--- src/design/fbx_map.svh ---
// register map, field positions, reset values and cycle counts
`ifndef FBX_MAP_SVH
`define FBX_MAP_SVH

`define FBX_OFF_INSTR    8'h00
`define FBX_OFF_OPER     8'h04
`define FBX_OFF_FLAGS    8'h08
`define FBX_OFF_PC       8'h0C
`define FBX_OFF_STAT     8'h10
`define FBX_IO_SEL_BIT   7
`define FBX_IO_TOP       6'h1F

`define FBX_FLAG_C       3'h0
`define FBX_FLAG_Z       3'h1
`define FBX_FLAG_N       3'h2
`define FBX_FLAG_V       3'h3
`define FBX_FLAG_S       3'h4
`define FBX_FLAG_H       3'h5
`define FBX_FLAG_T       3'h6
`define FBX_FLAG_I       3'h7

`define FBX_STAT_BUSY    0
`define FBX_STAT_ERR     1

`define FBX_OPER_RST     8'h00
`define FBX_FLAGS_RST    8'h00
`define FBX_IO_RST       8'h00
`define FBX_CYC_RST      8'h00
`define FBX_CYC_ONE      8'h01
`define FBX_CYC_TWO      8'h02

`endif

--- src/design/fbx_pkg.sv ---
// types for the flag, branch, bit and shift execution unit
package fbx_pkg;

    typedef enum logic [5:0] {
        op_branch_carry_one       = 6'b000000,
        op_branch_carry_zero      = 6'b000001,
        op_branch_same_or_higher  = 6'b000010,
        op_branch_lower           = 6'b000011,
        op_branch_negative_one    = 6'b000100,
        op_branch_negative_zero   = 6'b000101,
        op_branch_signed_ge       = 6'b000110,
        op_branch_signed_lt       = 6'b000111,
        op_branch_halfcarry_one   = 6'b001000,
        op_branch_halfcarry_zero  = 6'b001001,
        op_branch_transfer_one    = 6'b001010,
        op_branch_transfer_zero   = 6'b001011,
        op_branch_overflow_one    = 6'b001100,
        op_branch_overflow_zero   = 6'b001101,
        op_branch_irq_enabled     = 6'b001110,
        op_branch_irq_disabled    = 6'b001111,
        op_branch_flag_bit_one    = 6'b010000,
        op_branch_flag_bit_zero   = 6'b010001,
        op_io_bit_set             = 6'b010010,
        op_io_bit_clear           = 6'b010011,
        op_shift_left_logical     = 6'b010100,
        op_shift_right_logical    = 6'b010101,
        op_rotate_left_carry      = 6'b010110,
        op_rotate_right_carry     = 6'b010111,
        op_shift_right_arith      = 6'b011000,
        op_swap_nibbles           = 6'b011001,
        op_flag_bit_set           = 6'b011010,
        op_flag_bit_clear         = 6'b011011,
        op_reg_bit_to_transfer    = 6'b011100,
        op_transfer_to_reg_bit    = 6'b011101,
        op_set_carry              = 6'b100000,
        op_clr_carry              = 6'b100001,
        op_set_negative           = 6'b100010,
        op_clr_negative           = 6'b100011,
        op_set_zero               = 6'b100100,
        op_clr_zero               = 6'b100101,
        op_set_sign               = 6'b100110,
        op_clr_sign               = 6'b100111,
        op_set_overflow           = 6'b101000,
        op_clr_overflow           = 6'b101001,
        op_set_transfer           = 6'b101010,
        op_clr_transfer           = 6'b101011,
        op_set_halfcarry          = 6'b101100,
        op_clr_halfcarry          = 6'b101101,
        op_irq_global_on          = 6'b101110,
        op_irq_global_off         = 6'b101111
    } fbx_op_e;

    typedef enum logic [1:0] {
        st_idle    = 2'b00,
        st_exec    = 2'b01,
        st_branch2 = 2'b10,
        st_io2     = 2'b11
    } fbx_state_e;

    typedef struct packed {
        logic [5:0] io_addr;
        logic [7:0] k;
        logic [2:0] sel;
        fbx_op_e    op;
    } fbx_instr_s;

    typedef struct packed {
        logic        cyc;
        logic        stb;
        logic        we;
        logic [3:0]  sel;
        logic [7:0]  adr;
        logic [31:0] dat;
    } fbx_wb_req_s;

endpackage

--- src/design/fbx_exec.sv ---
// flag branch, bit and shift execution unit with wishbone slave
//
// Operation
// [RQ1] taken flag branch loads pc+k+1; one cycle untaken, two taken
// [RQ2] carry-one and lower taken on carry one; carry-zero, same-or-higher on zero
// [RQ3] signed greater-or-equal taken when negative xor overflow is zero
// [RQ4] signed less-than on n xor v one; minus/plus test negative one/zero
// [RQ5] half-carry branches test half-carry one or zero, flags untouched
// [RQ6] transfer branches test transfer flag one or zero, flags untouched
// [RQ7] overflow branches test overflow one or zero, flags untouched
// [RQ8] interrupt branches test global interrupt flag one or zero
// [RQ9] io bit set/clear write the selected bit, two cycles, no flags
// [RQ10] logical shifts insert zero, one cycle, update z c n v
// [RQ11] rotates pass old carry in and shifted-out bit to carry
// [RQ12] arithmetic right shift keeps bit 7, updates z c n v
// [RQ13] nibble swap exchanges halves in one cycle, flags kept
// [RQ14] bit store copies selected bit to transfer flag only
// [RQ15] bit load copies transfer flag into selected bit, flags kept
// [RQ16] dedicated ops set or clear one named flag each in one cycle
// [RQ17] global interrupt on/off set or clear only the interrupt flag
// [RQ18] generic flag set/clear write status bit chosen by s
// [RQ19] generic flag branches test status bit s, jump by k+1
// [RQ20] io bit ops reach only addresses 0x00-0x1F, one bit only
// [RQ21] branch offset k is signed two's complement
`include "fbx_map.svh"

module fbx_exec #(
    parameter int PC_W = 16
) (
    input  wire logic                 i_mclk,
    input  wire logic                 i_rst_b,
    input  wire logic                 i_ce,
    input  wire fbx_pkg::fbx_wb_req_s i_wb,
    output logic                      o_wb_ack,
    output logic [31:0]               o_wb_dat,
    output logic                      o_busy
);

    logic [7:0]             operand;
    logic [7:0]             flags;
    logic [PC_W-1:0]        pc;
    logic [7:0]             io_mem [0:31];
    logic [7:0]             last_cyc;
    logic                   io_err;
    fbx_pkg::fbx_instr_s    ir;
    fbx_pkg::fbx_state_e    state;
    fbx_pkg::fbx_state_e    next_state;
    logic                   req;
    logic                   sw_wr;
    logic                   start;
    logic                   io_hit;
    logic [31:0]            rd_data;
    logic [31:0]            wval;
    logic                   br;
    logic                   tk;
    logic [7:0]             res;
    logic [7:0]             nf;
    logic                   fe;
    logic [2:0]             fi;
    logic                   fv;
    logic                   io_op;
    logic                   io_val;
    logic                   io_bad;
    logic [PC_W-1:0]        br_target;

    function automatic logic [7:0] shf(input logic [7:0] f,
                                       input logic [7:0] r,
                                       input logic       c);
        logic [7:0] o;
        o = f;
        o[`FBX_FLAG_Z] = (r == 8'h00);
        o[`FBX_FLAG_C] = c;
        o[`FBX_FLAG_N] = r[7];
        o[`FBX_FLAG_V] = r[7] ^ c;
        return o;
    endfunction

    ////////////////////////////////////////////////////////////////////////
    // wishbone slave
    assign req    = i_wb.cyc & i_wb.stb & ~o_wb_ack;
    assign sw_wr  = req & i_wb.we & (state == fbx_pkg::st_idle);
    assign io_hit = i_wb.adr[`FBX_IO_SEL_BIT];
    assign start  = sw_wr & ~io_hit & (i_wb.adr == `FBX_OFF_INSTR);

    always_comb begin
        rd_data = 32'h0000_0000;
        if (io_hit) begin
            rd_data = {24'h00_0000, io_mem[i_wb.adr[6:2]]};
        end else begin
            case (i_wb.adr)
                `FBX_OFF_INSTR: rd_data = {9'h000, ir};
                `FBX_OFF_OPER:  rd_data = {24'h00_0000, operand};
                `FBX_OFF_FLAGS: rd_data = {24'h00_0000, flags};
                `FBX_OFF_PC:    rd_data = 32'(pc);
                `FBX_OFF_STAT:  rd_data = {16'h0000, last_cyc, 6'h00,
                                           io_err, o_busy};
                default:        rd_data = 32'h0000_0000;
            endcase
        end
    end

    // byte lanes merged over the current register contents
    always_comb begin
        wval = rd_data;
        for (int i = 0; i < 4; i++) begin
            if (i_wb.sel[i]) begin
                wval[i*8 +: 8] = i_wb.dat[i*8 +: 8];
            end
        end
    end

    always_ff @(posedge i_mclk) begin
        if (!i_rst_b) begin
            o_wb_ack <= 1'b0;
            o_wb_dat <= 32'h0000_0000;
        end else if (i_ce) begin
            o_wb_ack <= req;
            if (req) begin
                o_wb_dat <= rd_data;
            end
        end
    end

    ////////////////////////////////////////////////////////////////////////
    // decode and execute
    always_comb begin
        br     = 1'b0;
        tk     = 1'b0;
        res    = operand;
        nf     = flags;
        fe     = 1'b0;
        fi     = `FBX_FLAG_C;
        fv     = 1'b0;
        io_op  = 1'b0;
        io_val = 1'b0;
        unique case (ir.op)
            fbx_pkg::op_branch_carry_one,
            fbx_pkg::op_branch_lower:          {br, tk} = {1'b1, flags[`FBX_FLAG_C]}; // [RQ2]
            fbx_pkg::op_branch_carry_zero,
            fbx_pkg::op_branch_same_or_higher: {br, tk} = {1'b1, ~flags[`FBX_FLAG_C]}; // [RQ2]
            fbx_pkg::op_branch_negative_one:   {br, tk} = {1'b1, flags[`FBX_FLAG_N]}; // [RQ4]
            fbx_pkg::op_branch_negative_zero:  {br, tk} = {1'b1, ~flags[`FBX_FLAG_N]}; // [RQ4]
            fbx_pkg::op_branch_signed_ge:      {br, tk} = {1'b1, ~(flags[`FBX_FLAG_N] ^ flags[`FBX_FLAG_V])}; // [RQ3]
            fbx_pkg::op_branch_signed_lt:      {br, tk} = {1'b1, flags[`FBX_FLAG_N] ^ flags[`FBX_FLAG_V]}; // [RQ4]
            fbx_pkg::op_branch_halfcarry_one:  {br, tk} = {1'b1, flags[`FBX_FLAG_H]}; // [RQ5]
            fbx_pkg::op_branch_halfcarry_zero: {br, tk} = {1'b1, ~flags[`FBX_FLAG_H]}; // [RQ5]
            fbx_pkg::op_branch_transfer_one:   {br, tk} = {1'b1, flags[`FBX_FLAG_T]}; // [RQ6]
            fbx_pkg::op_branch_transfer_zero:  {br, tk} = {1'b1, ~flags[`FBX_FLAG_T]}; // [RQ6]
            fbx_pkg::op_branch_overflow_one:   {br, tk} = {1'b1, flags[`FBX_FLAG_V]}; // [RQ7]
            fbx_pkg::op_branch_overflow_zero:  {br, tk} = {1'b1, ~flags[`FBX_FLAG_V]}; // [RQ7]
            fbx_pkg::op_branch_irq_enabled:    {br, tk} = {1'b1, flags[`FBX_FLAG_I]}; // [RQ8]
            fbx_pkg::op_branch_irq_disabled:   {br, tk} = {1'b1, ~flags[`FBX_FLAG_I]}; // [RQ8]
            fbx_pkg::op_branch_flag_bit_one:   {br, tk} = {1'b1, flags[ir.sel]}; // [RQ19]
            fbx_pkg::op_branch_flag_bit_zero:  {br, tk} = {1'b1, ~flags[ir.sel]}; // [RQ19]
            fbx_pkg::op_io_bit_set:            {io_op, io_val} = 2'h3; // [RQ9]
            fbx_pkg::op_io_bit_clear:          {io_op, io_val} = 2'h2; // [RQ9]
            fbx_pkg::op_shift_left_logical: begin
                res = {operand[6:0], 1'b0}; // [RQ10]
                nf  = shf(flags, res, operand[7]);
            end
            fbx_pkg::op_shift_right_logical: begin
                res = {1'b0, operand[7:1]}; // [RQ10]
                nf  = shf(flags, res, operand[0]);
            end
            fbx_pkg::op_rotate_left_carry: begin
                res = {operand[6:0], flags[`FBX_FLAG_C]}; // [RQ11]
                nf  = shf(flags, res, operand[7]);
            end
            fbx_pkg::op_rotate_right_carry: begin
                res = {flags[`FBX_FLAG_C], operand[7:1]}; // [RQ11]
                nf  = shf(flags, res, operand[0]);
            end
            fbx_pkg::op_shift_right_arith: begin
                res = {operand[7], operand[7:1]}; // [RQ12]
                nf  = shf(flags, res, operand[0]);
            end
            fbx_pkg::op_swap_nibbles:     res = {operand[3:0], operand[7:4]}; // [RQ13]
            fbx_pkg::op_flag_bit_set:     {fe, fi, fv} = {1'b1, ir.sel, 1'b1}; // [RQ18]
            fbx_pkg::op_flag_bit_clear:   {fe, fi, fv} = {1'b1, ir.sel, 1'b0}; // [RQ18]
            fbx_pkg::op_reg_bit_to_transfer:
                {fe, fi, fv} = {1'b1, `FBX_FLAG_T, operand[ir.sel]}; // [RQ14]
            fbx_pkg::op_transfer_to_reg_bit: res[ir.sel] = flags[`FBX_FLAG_T]; // [RQ15]
            fbx_pkg::op_set_carry:        {fe, fi, fv} = {1'b1, `FBX_FLAG_C, 1'b1}; // [RQ16]
            fbx_pkg::op_clr_carry:        {fe, fi, fv} = {1'b1, `FBX_FLAG_C, 1'b0}; // [RQ16]
            fbx_pkg::op_set_negative:     {fe, fi, fv} = {1'b1, `FBX_FLAG_N, 1'b1}; // [RQ16]
            fbx_pkg::op_clr_negative:     {fe, fi, fv} = {1'b1, `FBX_FLAG_N, 1'b0}; // [RQ16]
            fbx_pkg::op_set_zero:         {fe, fi, fv} = {1'b1, `FBX_FLAG_Z, 1'b1}; // [RQ16]
            fbx_pkg::op_clr_zero:         {fe, fi, fv} = {1'b1, `FBX_FLAG_Z, 1'b0}; // [RQ16]
            fbx_pkg::op_set_sign:         {fe, fi, fv} = {1'b1, `FBX_FLAG_S, 1'b1}; // [RQ16]
            fbx_pkg::op_clr_sign:         {fe, fi, fv} = {1'b1, `FBX_FLAG_S, 1'b0}; // [RQ16]
            fbx_pkg::op_set_overflow:     {fe, fi, fv} = {1'b1, `FBX_FLAG_V, 1'b1}; // [RQ16]
            fbx_pkg::op_clr_overflow:     {fe, fi, fv} = {1'b1, `FBX_FLAG_V, 1'b0}; // [RQ16]
            fbx_pkg::op_set_transfer:     {fe, fi, fv} = {1'b1, `FBX_FLAG_T, 1'b1}; // [RQ16]
            fbx_pkg::op_clr_transfer:     {fe, fi, fv} = {1'b1, `FBX_FLAG_T, 1'b0}; // [RQ16]
            fbx_pkg::op_set_halfcarry:    {fe, fi, fv} = {1'b1, `FBX_FLAG_H, 1'b1}; // [RQ16]
            fbx_pkg::op_clr_halfcarry:    {fe, fi, fv} = {1'b1, `FBX_FLAG_H, 1'b0}; // [RQ16]
            fbx_pkg::op_irq_global_on:    {fe, fi, fv} = {1'b1, `FBX_FLAG_I, 1'b1}; // [RQ17]
            fbx_pkg::op_irq_global_off:   {fe, fi, fv} = {1'b1, `FBX_FLAG_I, 1'b0}; // [RQ17]
            default: ;
        endcase
        if (fe) begin
            nf[fi] = fv;
        end
    end

    assign io_bad    = ir.io_addr > `FBX_IO_TOP; // [RQ20]
    assign br_target = pc + {{(PC_W-8){ir.k[7]}}, ir.k} + PC_W'(1); // [RQ1] [RQ21]

    ////////////////////////////////////////////////////////////////////////
    // sequencing
    always_comb begin
        next_state = state;
        unique case (state)
            fbx_pkg::st_idle: begin
                if (start) begin
                    next_state = fbx_pkg::st_exec;
                end
            end
            fbx_pkg::st_exec: begin
                if (br && tk) begin
                    next_state = fbx_pkg::st_branch2; // [RQ1]
                end else if (io_op && !io_bad) begin
                    next_state = fbx_pkg::st_io2; // [RQ9]
                end else begin
                    next_state = fbx_pkg::st_idle;
                end
            end
            fbx_pkg::st_branch2: next_state = fbx_pkg::st_idle;
            fbx_pkg::st_io2:     next_state = fbx_pkg::st_idle;
        endcase
    end

    always_ff @(posedge i_mclk) begin
        if (!i_rst_b) begin
            state    <= fbx_pkg::st_idle;
            o_busy   <= 1'b0;
            last_cyc <= `FBX_CYC_RST;
        end else if (i_ce) begin
            state  <= next_state;
            o_busy <= next_state != fbx_pkg::st_idle;
            if (state == fbx_pkg::st_exec) begin
                last_cyc <= `FBX_CYC_ONE;
            end else if (state != fbx_pkg::st_idle) begin
                last_cyc <= `FBX_CYC_TWO;
            end
        end
    end

    always_ff @(posedge i_mclk) begin
        if (!i_rst_b) begin
            ir <= fbx_pkg::fbx_instr_s'(23'h00_0000);
        end else if (i_ce && start) begin
            ir <= fbx_pkg::fbx_instr_s'(wval[22:0]);
        end
    end

    ////////////////////////////////////////////////////////////////////////
    // architectural state
    always_ff @(posedge i_mclk) begin
        if (!i_rst_b) begin
            pc <= '0;
        end else if (i_ce) begin
            if (sw_wr && !io_hit && i_wb.adr == `FBX_OFF_PC) begin
                pc <= wval[PC_W-1:0];
            end else if (state == fbx_pkg::st_exec && !(br && tk)) begin
                pc <= pc + PC_W'(1); // [RQ1]
            end else if (state == fbx_pkg::st_branch2) begin
                pc <= br_target; // [RQ1]
            end
        end
    end

    always_ff @(posedge i_mclk) begin
        if (!i_rst_b) begin
            operand <= `FBX_OPER_RST;
            flags   <= `FBX_FLAGS_RST;
        end else if (i_ce) begin
            if (sw_wr && !io_hit && i_wb.adr == `FBX_OFF_OPER) begin
                operand <= wval[7:0];
            end
            if (sw_wr && !io_hit && i_wb.adr == `FBX_OFF_FLAGS) begin
                flags <= wval[7:0];
            end
            if (state == fbx_pkg::st_exec) begin
                operand <= res;
                flags   <= nf;
            end
        end
    end

    always_ff @(posedge i_mclk) begin
        if (!i_rst_b) begin
            for (int i = 0; i < 32; i++) begin
                io_mem[i] <= `FBX_IO_RST;
            end
        end else if (i_ce) begin
            if (sw_wr && io_hit) begin
                io_mem[i_wb.adr[6:2]] <= wval[7:0];
            end else if (state == fbx_pkg::st_io2) begin
                io_mem[ir.io_addr[4:0]][ir.sel] <= io_val; // [RQ9] [RQ20]
            end
        end
    end

    // out-of-range io address: sticky, write one clears, set wins
    always_ff @(posedge i_mclk) begin
        if (!i_rst_b) begin
            io_err <= 1'b0;
        end else if (i_ce) begin
            if (state == fbx_pkg::st_exec && io_op && io_bad) begin
                io_err <= 1'b1; // [RQ20]
            end else if (sw_wr && !io_hit && i_wb.adr == `FBX_OFF_STAT
                         && i_wb.sel[0] && i_wb.dat[`FBX_STAT_ERR]) begin
                io_err <= 1'b0;
            end
        end
    end

    ////////////////////////////////////////////////////////////////////////
    // checks
    a_branch_taken_pc: assert property (@(posedge i_mclk) // [RQ1]
        disable iff (!i_rst_b || !i_ce)
        (state == fbx_pkg::st_exec && br && tk)
        |=> (state == fbx_pkg::st_branch2) ##1 (pc == $past(br_target)))
        else $error("taken branch pc wrong");
    a_branch_untaken: assert property (@(posedge i_mclk) // [RQ1]
        disable iff (!i_rst_b || !i_ce)
        (state == fbx_pkg::st_exec && br && !tk)
        |=> (state == fbx_pkg::st_idle) && (pc == $past(pc) + PC_W'(1)))
        else $error("untaken branch pc wrong");
    a_carry_test: assert property (@(posedge i_mclk) // [RQ2]
        disable iff (!i_rst_b)
        (ir.op == fbx_pkg::op_branch_lower) |-> (tk == flags[`FBX_FLAG_C]))
        else $error("carry branch test wrong");
    a_signed_ge: assert property (@(posedge i_mclk) // [RQ3]
        disable iff (!i_rst_b)
        (ir.op == fbx_pkg::op_branch_signed_ge)
        |-> (tk != (flags[`FBX_FLAG_N] ^ flags[`FBX_FLAG_V])))
        else $error("signed ge test wrong");
    a_branch_flags_kept: assert property (@(posedge i_mclk) // [RQ5]
        disable iff (!i_rst_b || !i_ce)
        (state == fbx_pkg::st_exec && br) |=> $stable(flags))
        else $error("branch changed flags");
    a_io_two_cycle: assert property (@(posedge i_mclk) // [RQ9]
        disable iff (!i_rst_b || !i_ce)
        (state == fbx_pkg::st_exec && io_op && !io_bad)
        |=> (state == fbx_pkg::st_io2) ##1 (state == fbx_pkg::st_idle)
            && (last_cyc == `FBX_CYC_TWO))
        else $error("io bit op not two cycles");
    a_io_range_err: assert property (@(posedge i_mclk) // [RQ20]
        disable iff (!i_rst_b || !i_ce)
        (state == fbx_pkg::st_exec && io_op && io_bad)
        |=> io_err && (state == fbx_pkg::st_idle))
        else $error("io range not refused");
    a_shift_left: assert property (@(posedge i_mclk) // [RQ10]
        disable iff (!i_rst_b || !i_ce)
        (state == fbx_pkg::st_exec && ir.op == fbx_pkg::op_shift_left_logical)
        |=> (operand[7:1] == $past(operand[6:0])) && !operand[0]
            && (flags[`FBX_FLAG_C] == $past(operand[7])))
        else $error("left shift result wrong");
    a_swap_nibbles: assert property (@(posedge i_mclk) // [RQ13]
        disable iff (!i_rst_b || !i_ce)
        (state == fbx_pkg::st_exec && ir.op == fbx_pkg::op_swap_nibbles)
        |=> $stable(flags) && (operand[3:0] == $past(operand[7:4])))
        else $error("nibble swap wrong");

endmodule

--- config.mk ---
export PLATFORM = sky130hd
export DESIGN_NAME = fbx_exec
export DESIGN_NICKNAME = d
export VERILOG_FILES = /design/src/design/fbx_pkg.sv /design/src/design/fbx_exec.sv
export VERILOG_INCLUDE_DIRS = /design/src /design/src/design
export SDC_FILE = /design/constraint.sdc
export NUM_CORES = 1
export LEC_CHECK = 0
export BUFFER_PORTS_ARGS = -buffer_cell sky130_fd_sc_hd__buf_2
export CORE_UTILIZATION = 70
export CTS_BUF_LIST = sky130_fd_sc_hd__clkbuf_2 sky130_fd_sc_hd__clkbuf_4 sky130_fd_sc_hd__clkbuf_8
export DETAILED_ROUTE_END_ITERATION = 7
export PLACE_DENSITY = 0.95
export SYNTH_ARGS = -nofsm -noshare
export SYNTH_HDL_FRONTEND = slang
export SYNTH_SLANG_ARGS = --single-unit
export TNS_END_PERCENT = 100
--- constraint.sdc ---
create_clock -name i_mclk -period 4.91 [get_ports i_mclk]
set_input_delay 0.491 -clock i_mclk [delete_from_list [all_inputs] [get_ports i_mclk]]
set_output_delay 0.491 -clock i_mclk [all_outputs]
set_load 0.02 [all_outputs]
Word-level counts from Yosys, hierarchy flattened
Memories as Yosys holds them, arrays and structs flattened.
Cells that the tools add are included.
{"block": "op_classes", "n_addsub": 3, "n_mul": 0, "div": 0, "order_cmp": 5, "eq_ne": 55, "shift": 0, "mux": 56, "bitwise_logic": 20, "n_reduce_logical": 58}
{"operator": "case mux 23 bit (5 select lines)", "count": 1}
{"operator": "two-way mux 8 bit", "count": 13}
{"operator": "equality test 6 bit (second input constant)", "count": 16}
{"operator": "equality test 6 x 5 -> 1 bit (second input constant)", "count": 14}
{"operator": "case mux 8 bit (7 select lines)", "count": 1}
{"operator": "equality test 6 x 4 -> 1 bit (second input constant)", "count": 8}
{"operator": "two-way mux 16 bit", "count": 3}
{"operator": "adder 16 x 1 -> 16 bit (second input constant)", "count": 2}
{"operator": "zero test 8 bit", "count": 4}
{"operator": "equality test 6 x 3 -> 1 bit (second input constant)", "count": 4}
{"operator": "case mux 3 bit (8 select lines)", "count": 1}
{"operator": "two-way mux 23 bit", "count": 1}
{"operator": "OR reduction 2 bit", "count": 11}
{"operator": "two-way mux 1 bit", "count": 20}
{"operator": "case mux 4 bit (5 select lines)", "count": 1}
{"operator": "OR reduction 19 bit", "count": 1}
{"operator": "OR reduction 18 bit", "count": 1}
{"operator": "adder 16 bit", "count": 1}
{"operator": "bitwise mux 8 bit", "count": 2}
{"operator": "equality test 8 x 4 -> 1 bit (second input constant)", "count": 2}
{"operator": "logical AND 1 bit", "count": 16}
{"operator": "case mux 1 bit (16 select lines)", "count": 1}
{"operator": "OR reduction 8 bit", "count": 2}
{"operator": "zero test 7 bit", "count": 2}
{"operator": "32 further kinds", "count": 69}
{"block": "word_totals", "regBits": 100, "latch_bits": 0, "mem_bits_rw": 256, "mem_bits_ro": 0, "input_bits": 50, "out_inout_bits": 34, "elab_cells": 212, "n_memories": 1}
{"name": "io_mem", "words": 32, "width": 8, "rd": 1, "rd_clocked_by_memory_dff": 0, "write_ports": 32, "line_no": "fbx_exec.sv:42", "rtl": "logic [7:0] io_mem [0:31];"}

Depth between registers and ports, before layout
Gate-level depths: netlist of run 1.
{"block": "depth", "word_depth": 12, "mapped_depth": 13, "ltp_nobuf": 11}

Worst setup path after synthesis of run 1
Ideal clock, no wire load.
{"block": "synth_timing", "path_type": "input to register", "start": "input port i_wb[34] in the netlist's numbering", "end": "memory io_mem[19][0], data pin", "arrival_time_ns": 2.681, "required_time_ns": 4.647, "setup_slack_ns": 1.965, "path_stages": 12, "n_path_buf": 4, "path_cell_list": "buf_6 buf_12 buf_8 mux4_1 mux4_2 nor2_2 o21ai_2 mux2i_4 nor2_2 o21bai_4 buf_6 nor2_2"}
{"item": "start: declaration", "line_no": "fbx_exec.sv:33", "rtl": "input wire fbx_pkg::fbx_wb_req_s i_wb,"}
{"item": "end: declaration", "line_no": "fbx_exec.sv:42"}

==> results of run 1 <==
worst max-delay path, stage by stage:
cell and delay, ps:
buf_2 720, inv_2 530, o31ai_1 1270, nand2_1 780, o21ai_0 460
worst paths after layout:
check	slack [ps]	cells past startpoint	startpoint	end
setup / recovery	930	5	i_wb[35]	io_mem[18][0]
hold / removal	110	3	i_wb[16]	ir[16]
setup reg to reg	1330	8	ir[0]	pc[15]
hold reg to reg	460	2	o_wb_dat[16]	o_wb_dat[16]
per-stage QoR:
step | hold WS, ps | setup slack [ps] | std cells
2_1_floorplan | 435.7 | 1965 | 1991
3_3_place_gp | 437.3 | 749.6 | 2277
3_5_place_dp | 446.8 | 584.0 | 2277
4_1_cts | 96.45 | 1247 | 2366
5_1_grt | 129.7 | 897.6 | 2366
6_report | 114.2 | 926.7 | 2366
cells in the mapped netlist (5+ instances only):
cell type,n,area share
nand3_1,25,0.0063
a21oi_1,98,0.025
o21ai_1,5,0.0013
buf_4,42,0.016
nor2_2,34,0.011
ha_1,16,0.010
o21ai_0,306,0.077
a221oi_1,7,0.0031
o21a_1,9,0.0034
o211ai_1,8,0.0030
nor2b_1,21,0.0066
mux4_1,10,0.013
xnor2_1,14,0.0062
and2_1,8,0.0025
nand2_1,121,0.023
mux4_2,67,0.076
nand2b_1,12,0.0038
mux2i_1,56,0.028
a22o_1,6,0.0026
buf_6,12,0.0068
a21o_1,5,0.0019
a211oi_1,18,0.0068
clkbuf_1,102,0.019
nand4_1,7,0.0022
inv_1,24,0.0045
and3_1,16,0.0050
edfxtp_1,256,0.39
dfxtp_1,85,0.085
nor2_1,362,0.068
mux2_2,17,0.0096
nor3_1,17,0.0043
xor2_1,9,0.0040
buf_2,43,0.011
a31oi_1,18,0.0057
power groups by stage:
| stage | Clock (W) | Sequential [W] | Combinational (W) |
|---|---|---|---|
| final | 0.00235 | 0.00319 | 0.000507 |
| after global routing | 0.00245 | 0.00319 | 0.000530 |
| after floorplan | 0 | 0.00324 | 0.000349 |
| after CTS | 0.00233 | 0.00319 | 0.000487 |
| after global placement | 0 | 0.00324 | 0.000459 |
| after detailed placement | 0 | 0.00325 | 0.000482 |
cell usage in the layout (no fill, tap or decap), types with 14 or more instances in the layout:
| cell type | instances |
|---|---|
| nor2_1 | 361 |
| o21ai_0 | 306 |
| edfxtp_1 | 256 |
| nand2_1 | 121 |
| a21oi_1 | 95 |
| dfxtp_1 | 85 |
| mux4_2 | 67 |
| buf_2 | 62 |
| clkbuf_8 | 58 |
| mux2i_1 | 56 |
| buf_4 | 52 |
| nor2_2 | 35 |
| nand3_1 | 25 |
| inv_1 | 23 |
| nor2b_1 | 21 |
| a211oi_1 | 18 |
| mux2_2 | 17 |
| and3_1 | 16 |
| nor3_1 | 16 |
| ha_1 | 16 |
| a31oi_1 | 14 |
| xnor2_1 | 14 |
kinds of logic (layout without fill, tap and decap cells):
family,count (synthesis),count (layout),synth area share
compound gates,553,553,0.1662
fa+ha+maj,18,18,0.01156
xor+xnor,23,23,0.01011
buf+inv,232,229,0.06087
simple gates,663,663,0.1507
flops,341,341,0.4714
mux,152,152,0.1290
other cells,1,9,0.0001883
sequential cells by signal, indices dropped and copies added (netlist names):
| signal | flops |
|---|---|
| flags | 8 |
| io_err | 1 |
| io_mem | 256 |
| ir | 23 |
| last_cyc | 2 |
| o_busy | 1 |
| o_wb_ack | 1 |
| o_wb_dat | 23 |
| operand | 8 |
| pc | 16 |
| state | 2 |
routing by layer:
layer	vias to the layer above	wire length (um)	track usage	share of wire
li1	7144	-	-	-
met5	-	0	0	0
met1	7742	18430	0.4798	0.33
met4	0	3526	0.2303	0.064
met2	1369	26080	0.6179	0.47
met3	314	7215	0.09230	0.13
area by class of cell:
class                   count  share of cell area
multi-input cells        1418              0.4463
clock buffers              71             0.04251
repair buffers            115             0.03378
flip-flops and latches    341              0.4455
well taps                 378             0.02244
inverters                  25            0.004453
clock inverters            18            0.005046
==> Implementation_results.wiki, run 1 <==
{| class="wikitable"
! Metric !! Value
|-
| Status || complete, but fails checks
|-
| Violations in the final reports || design-rule violations
|-
| Power share of the clock group || 0.388
|-
| Data arrival time at the worst-slack endpoint || approximately 4300 ps
|-
| PnR Total Power || just over 0.006 W
|-
| Remaining number of nets flagged by the antenna check after routing || 0
|-
| Slew at the pin closest to its max-slew limit || ~1400 ps
|-
| Relative slew margins || 0.04854
|-
| Max IR drop VDD || between 300 and 400 uV
|-
| Synth Cell Area || 19,920 um2
|-
| CTS Sinks || 341
|-
| Critical Path Sink Type || register
|-
| Die Span X || 170.7 um
|-
| Min Tclk post-route || 3983 ps
|-
| Port bufs || 64
|-
| Average wire per standard cell || about 23 um
|-
| Mean Syn Cell Area || approximately 10 um2
|-
| Largest net degree at the start of global routing || about 130
|-
| Internal Power || approximately 0.0045 W
|-
| Fraction of layout instances using a drive strength above 1 || 0.1831
|-
| Highest fanout seen on the critical path || 30
|-
| Top Ports || 84
|-
| Area of the core || around 28,000 um2
|-
| Antenna violations before repair || 0
|-
| CTS buffer count || 52
|-
| Total DRC errors in the routed layout || 1
|-
| Routed wire length || between 50,000 and 60,000 um
|-
| Net switching fraction of the power || 0.2502
|-
| Worst min-delay path class || in -> reg
|-
| Final total negative setup slack || 0 ps
|-
| Final GP Congestion || 1.019
|-
| Count of flip-flops with a built-in enable after synthesis || approximately 260
|-
| Root buffer cell || clkbuf_8
|-
| Combined area of the multi-input logic cells || about 9400 um2
|-
| Post CTS Setup Buffer Count || 0
|-
| Primary flip-flop cell chosen by synthesis mapping || edfxtp_1
|-
| Area grow syn2layout || 5.811%
|-
| P_sw || roughly 0.0015 W
|-
| Number of diodes added for antenna fixing || 0
|-
| Startpoint kind of the worst setup timing path || primary input
|-
| Final hold violation count || 0
|-
| Tcrit/Tclk final || 0.8113
|-
| Largest buffer count on any clock path || 3
|-
| Nets || 2,020
|-
| Row Count || 61
|-
| Wire length of the first global-routing pass || approximately 85,000 um
|-
| Final-layout fill cell count || between 1,500 and 2,000
|-
| Post-CTS Hold Fix Bufs || 0
|-
| Share of flip-flops with an asynchronous set or reset || 0
|-
| CTS tree || yes
|-
| Overall via count from detail_route || 16,569
|-
| Maximum frequency from static timing analysis || between 200 and 300 MHz
|-
| Register area || 9389 um2
|-
| Height of the die || between 150 and 200 um
|-
| Placed wire-length estimate after detailed placement || 35,710 um
|-
| Area of the die || approximately 30,000 um2
|-
| Starting utilization of the core area || 0.7150
|-
| Number of global-route vias before repair || about 16,000
|-
| Sequential Power Share || 0.528
|-
| Total gr overflow || 0
|-
| Total cell area at the placement stage || 20,070 um2
|-
| Final Setup Violations || 0
|-
| Cts repair resizes || 0
|-
| Synthesis warning total || 0
|-
| Portion of the post-synthesis area used by sequential elements || 0.4714
|-
| Overall Global Routing Usage || 0.3863
|-
| RSZ-0062 raised after global routing || false
|-
| CTS clock-pin slew for the worst setup and hold paths || approximately 70 ps
|-
| Max H-tree Level || 2
|-
| Drt via density || 7.003
|-
| Non-Filler Cell Area, Final || 21,080 um2
|-
| Number of cells produced by synthesis || ~2,000
|-
| Combinational power share || 0.084
|-
| Power density normalized to cell area || ~290 nW/um2
|-
| Max Cap Viol || 0
|-
| Worst EP required || between 5000 and 6000 ps
|-
| Count of cell types in the netlist || between 90 and 100
|-
| First-pass DRT Iterations || 8
|-
| Pleak || 7.098 nW
|-
| Clock latency on the worst-skew pair || between 600 and 700 ps
|-
| Count of pins over their slew limit || 0
|-
| Core occupancy in the finished layout || 0.7565
|-
| Category of the most critical setup path || in -> reg
|-
| Post-route clock skew || between 60 and 70 ps
|-
| DRC marker count from the first detailed-route iteration || approximately 2,900
|-
| Number of storage elements in the synthesis netlist || 341
|}
Note: power is estimated with default switching activity, not from simulation.
==> run 2: changes to the inputs <==
- ABC_AREA: unset -> 1
- CORE_UTILIZATION: 70 -> 65
- clock period: 4.91 -> 3.75 ns (I/O delays scaled with it)
==> run 2 against run 1 <==
  * Clock-buffer cell count is 7 higher
  * Combinational power increased by 59%
  * Synthesized area increased by 5.1%
  * Critical endpoint is now io_mem[31][1]
  * Total power increased by 37%
  * Largest power group unchanged
  * The run now ends clean
  * Highest routed layer unchanged
==> Implementation_results.wiki, run 2 <==
{| class="wikitable"
! Metric !! Value
|-
| Drt via density || approximately 6.1
|-
| Top Ports || 84
|-
| Number of diodes added for antenna fixing || 0
|-
| Most common cell in the netlist || nand2_1
|-
| Root buffer cell || clkbuf_8
|-
| Leading cell types by count after synthesis || nand2_1, nor2_1, edfxtp_1
|-
| Biggest register || io_mem
|-
| Pre-CTS setup slack || ~400 ps
|-
| Placed wire-length estimate after detailed placement || 43,770 um
|-
| Non-Filler Cell Area, Final || roughly 23,000 um2
|-
| Count of flip-flops with a built-in enable after synthesis || 256
|-
| Overall Global Routing Usage || 0.3968
|-
| DRC marker count from the first detailed-route iteration || roughly 2,900
|-
| Relative slew margins || 0.2491
|-
| First-pass DRT Iterations || 7
|-
| Pleak || 10.21 nW
|-
| Category of the most critical setup path || in -> reg
|-
| Min Tclk post-route || 3304 ps
|-
| Remaining number of nets flagged by the antenna check after routing || 0
|-
| Final hold violation count || 0
|-
| Highest-count cells in the layout ignoring fill and taps || nand2_1, nor2_1, edfxtp_1
|-
| Most common library cell in the layout ignoring fill and taps || nand2_1
|-
| Largest regs || io_mem (256), ir (23), o_wb_dat (23)
|-
| CTS tree || yes
|-
| Post CTS Setup Buffer Count || 0
|-
| Highest fanout seen on the critical path || 32
|-
| Number of storage elements in the synthesis netlist || between 300 and 400
|-
| First element of the critical path || i_wb[35]
|-
| Routed wire length || 66,730 um
|-
| Register area || between 9000 and 10,000 um2
|-
| Area share of the largest cell type after synthesis || 0.3673
|-
| Count of pins over their slew limit || 0
|-
| Largest net degree at the start of global routing || 109
|-
| Final Setup Violations || 0
|-
| Final-layout fill cell count || 2,447
|-
| Cell depth of the worst hold path || 3
|-
| Largest register FFs || about 260
|-
| Worst min-delay path startpoint || i_wb[16]
|-
| PnR Total Power || just over 0.008 W
|-
| Area of the die || around 33,000 um2
|-
| Primary flip-flop cell chosen by synthesis mapping || edfxtp_1
|-
| Critical Path Sink Type || register
|-
| Count of cell types in the netlist || 52
|-
| Largest buffer count on any clock path || 3
|-
| Clock latency on the worst-skew pair || between 600 and 700 ps
|-
| Final total negative setup slack || 0 ps
|-
| Share of flip-flops with an asynchronous set or reset || 0
|-
| Post-route clock skew || roughly 56 ps
|-
| Total DRC errors in the routed layout || 0
|-
| Synth Cell Area || about 21,000 um2
|-
| Startpoint kind of the worst setup timing path || primary input
|-
| Reg2Reg Depth || 15
|-
| Fraction of layout instances using a drive strength above 1 || 0.09665
|-
| Number of global-route vias before repair || slightly below 20,000
|-
| Nets || between 3,000 and 4,000
|-
| RSZ-0062 raised after global routing || false
|-
| Starting utilization of the core area || 0.6615
|-
| Overall via count from detail_route || roughly 21,000
|-
| Data arrival time at the worst-slack endpoint || approximately 3700 ps
|-
| Status || completed
|-
| Wire length of the first global-routing pass || approximately 100,000 um
|-
| Ranking of synthesized cells by area || edfxtp_1, nand2_1, nor2_1
|-
| Maximum frequency from static timing analysis || a little over 300 MHz
|-
| Mean Syn Cell Area || about 7.0 um2
|-
| Total gr overflow || 0
|-
| Height of the die || 181.4 um
|-
| CTS clock-pin slew for the worst setup and hold paths || ~70 ps
|-
| Max IR drop VDD || about 290 uV
|-
| Combined area of the multi-input logic cells || around 9900 um2
|-
| Slew at the pin closest to its max-slew limit || around 1100 ps
|-
| CTS Sinks || around 340
|-
| Worst min-delay path class || in -> reg
|-
| Max Cap Viol || 0
|-
| Average wire per standard cell || roughly 19 um
|-
| Row Count || 65
|-
| Core occupancy in the finished layout || 0.7115
|-
| Power density normalized to cell area || roughly 370 nW/um2
|-
| Portion of the post-synthesis area used by sequential elements || 0.4486
|-
| CTS buffer count || between 50 and 60
|-
| Min setup slack post-route || 445.8 ps
|-
| Antenna violations before repair || 0
|-
| Port bufs || 64
|-
| Total cell area at the placement stage || 21,420 um2
|-
| Leading area contributor after synthesis || edfxtp_1
|-
| Synthesis warning total || 0
|-
| Worst r2r src || ir[6]
|-
| Final GP Congestion || between 1 and 1.5
|-
| Cts repair resizes || 0
|-
| Post-CTS Hold Fix Bufs || 0
|-
| Area of the core || between 30,000 and 40,000 um2
|-
| Area grow syn2layout || 7.563%
|-
| Die Span X || about 180 um
|-
| Worst EP required || a little over 4000 ps
|-
| Max H-tree Level || 2
|-
| Tcrit/Tclk final || 0.8811
|-
| Number of cells produced by synthesis || approximately 3,000
|}
## run 2: kinds of logic (layout without fill, tap and decap cells)
| family | Yosys count | in the layout | synth area share |
|---|---|---|---|
| and+or+nand+nor | 1901 | 1901 | 0.3658 |
| buffers and inverters | 395 | 435 | 0.07976 |
| DFF | 341 | 341 | 0.4486 |
| AOI/OAI and AO/OA | 309 | 309 | 0.08215 |
| xor gates and xnor gates | 24 | 24 | 0.01004 |
| adders and majority gates | 17 | 17 | 0.01052 |
| muxes | 6 | 6 | 0.002870 |
| other | 1 | 9 | 0.0001792 |
## run 2: worst max-delay path, cell delays in order
cell and delay (ps):
buf_2 380, inv_2 300, buf_4 310, nand3_1 100, nand2_1 60, nor2_1 90
nor2_1 40, nor2_1 530, nand2_1 140, nand3_1 240, nand2_1 150, nand2_1 80
nand2_1 140, a21boi_2 190, buf_4 390, nor2_1 120
## run 2: per-stage QoR
step           hold WS, ps  std cells
3_3_place_gp         450.0       3346
6_report             53.98       3444
5_1_grt              96.03       3444
2_1_floorplan        439.0       3002
4_1_cts              42.46       3444
3_5_place_dp         465.8       3346
## run 2: metal layers
layer	wire, um	global-route usage	up-vias
li1	-	-	9604
met1	23420	0.4979	9435
met2	30380	0.6437	1647
met3	8749	0.07822	384
met4	4176	0.2258	0
met5	0	0	-
## run 2: area by class of cell
class	instances	area share
Multi-Input combinational cell	2266	0.4403
Timing Repair Buffer	108	0.03324
Tap cell	402	0.02234
Clock buffer	78	0.04213
Clock inverter	20	0.006448
Inverter	229	0.03841
Sequential cell	341	0.4171
## run 2: worst paths after layout
kind,endpoint,slack (ps)
min,ir[16],50
max reg2reg,pc[9],650
max,io_mem[31][1],450
min reg2reg,last_cyc[0],480
## run 2: power by group
group	internal [W]	switching, W	total, W	leakage [nW]
sequential	0.00415	0.0000341	0.00418	3.32
clock	0.00171	0.00161	0.00332	0.588
combinational	0.000199	0.000607	0.000807	6.30
total	0.00606	0.00225	0.00831	10.2
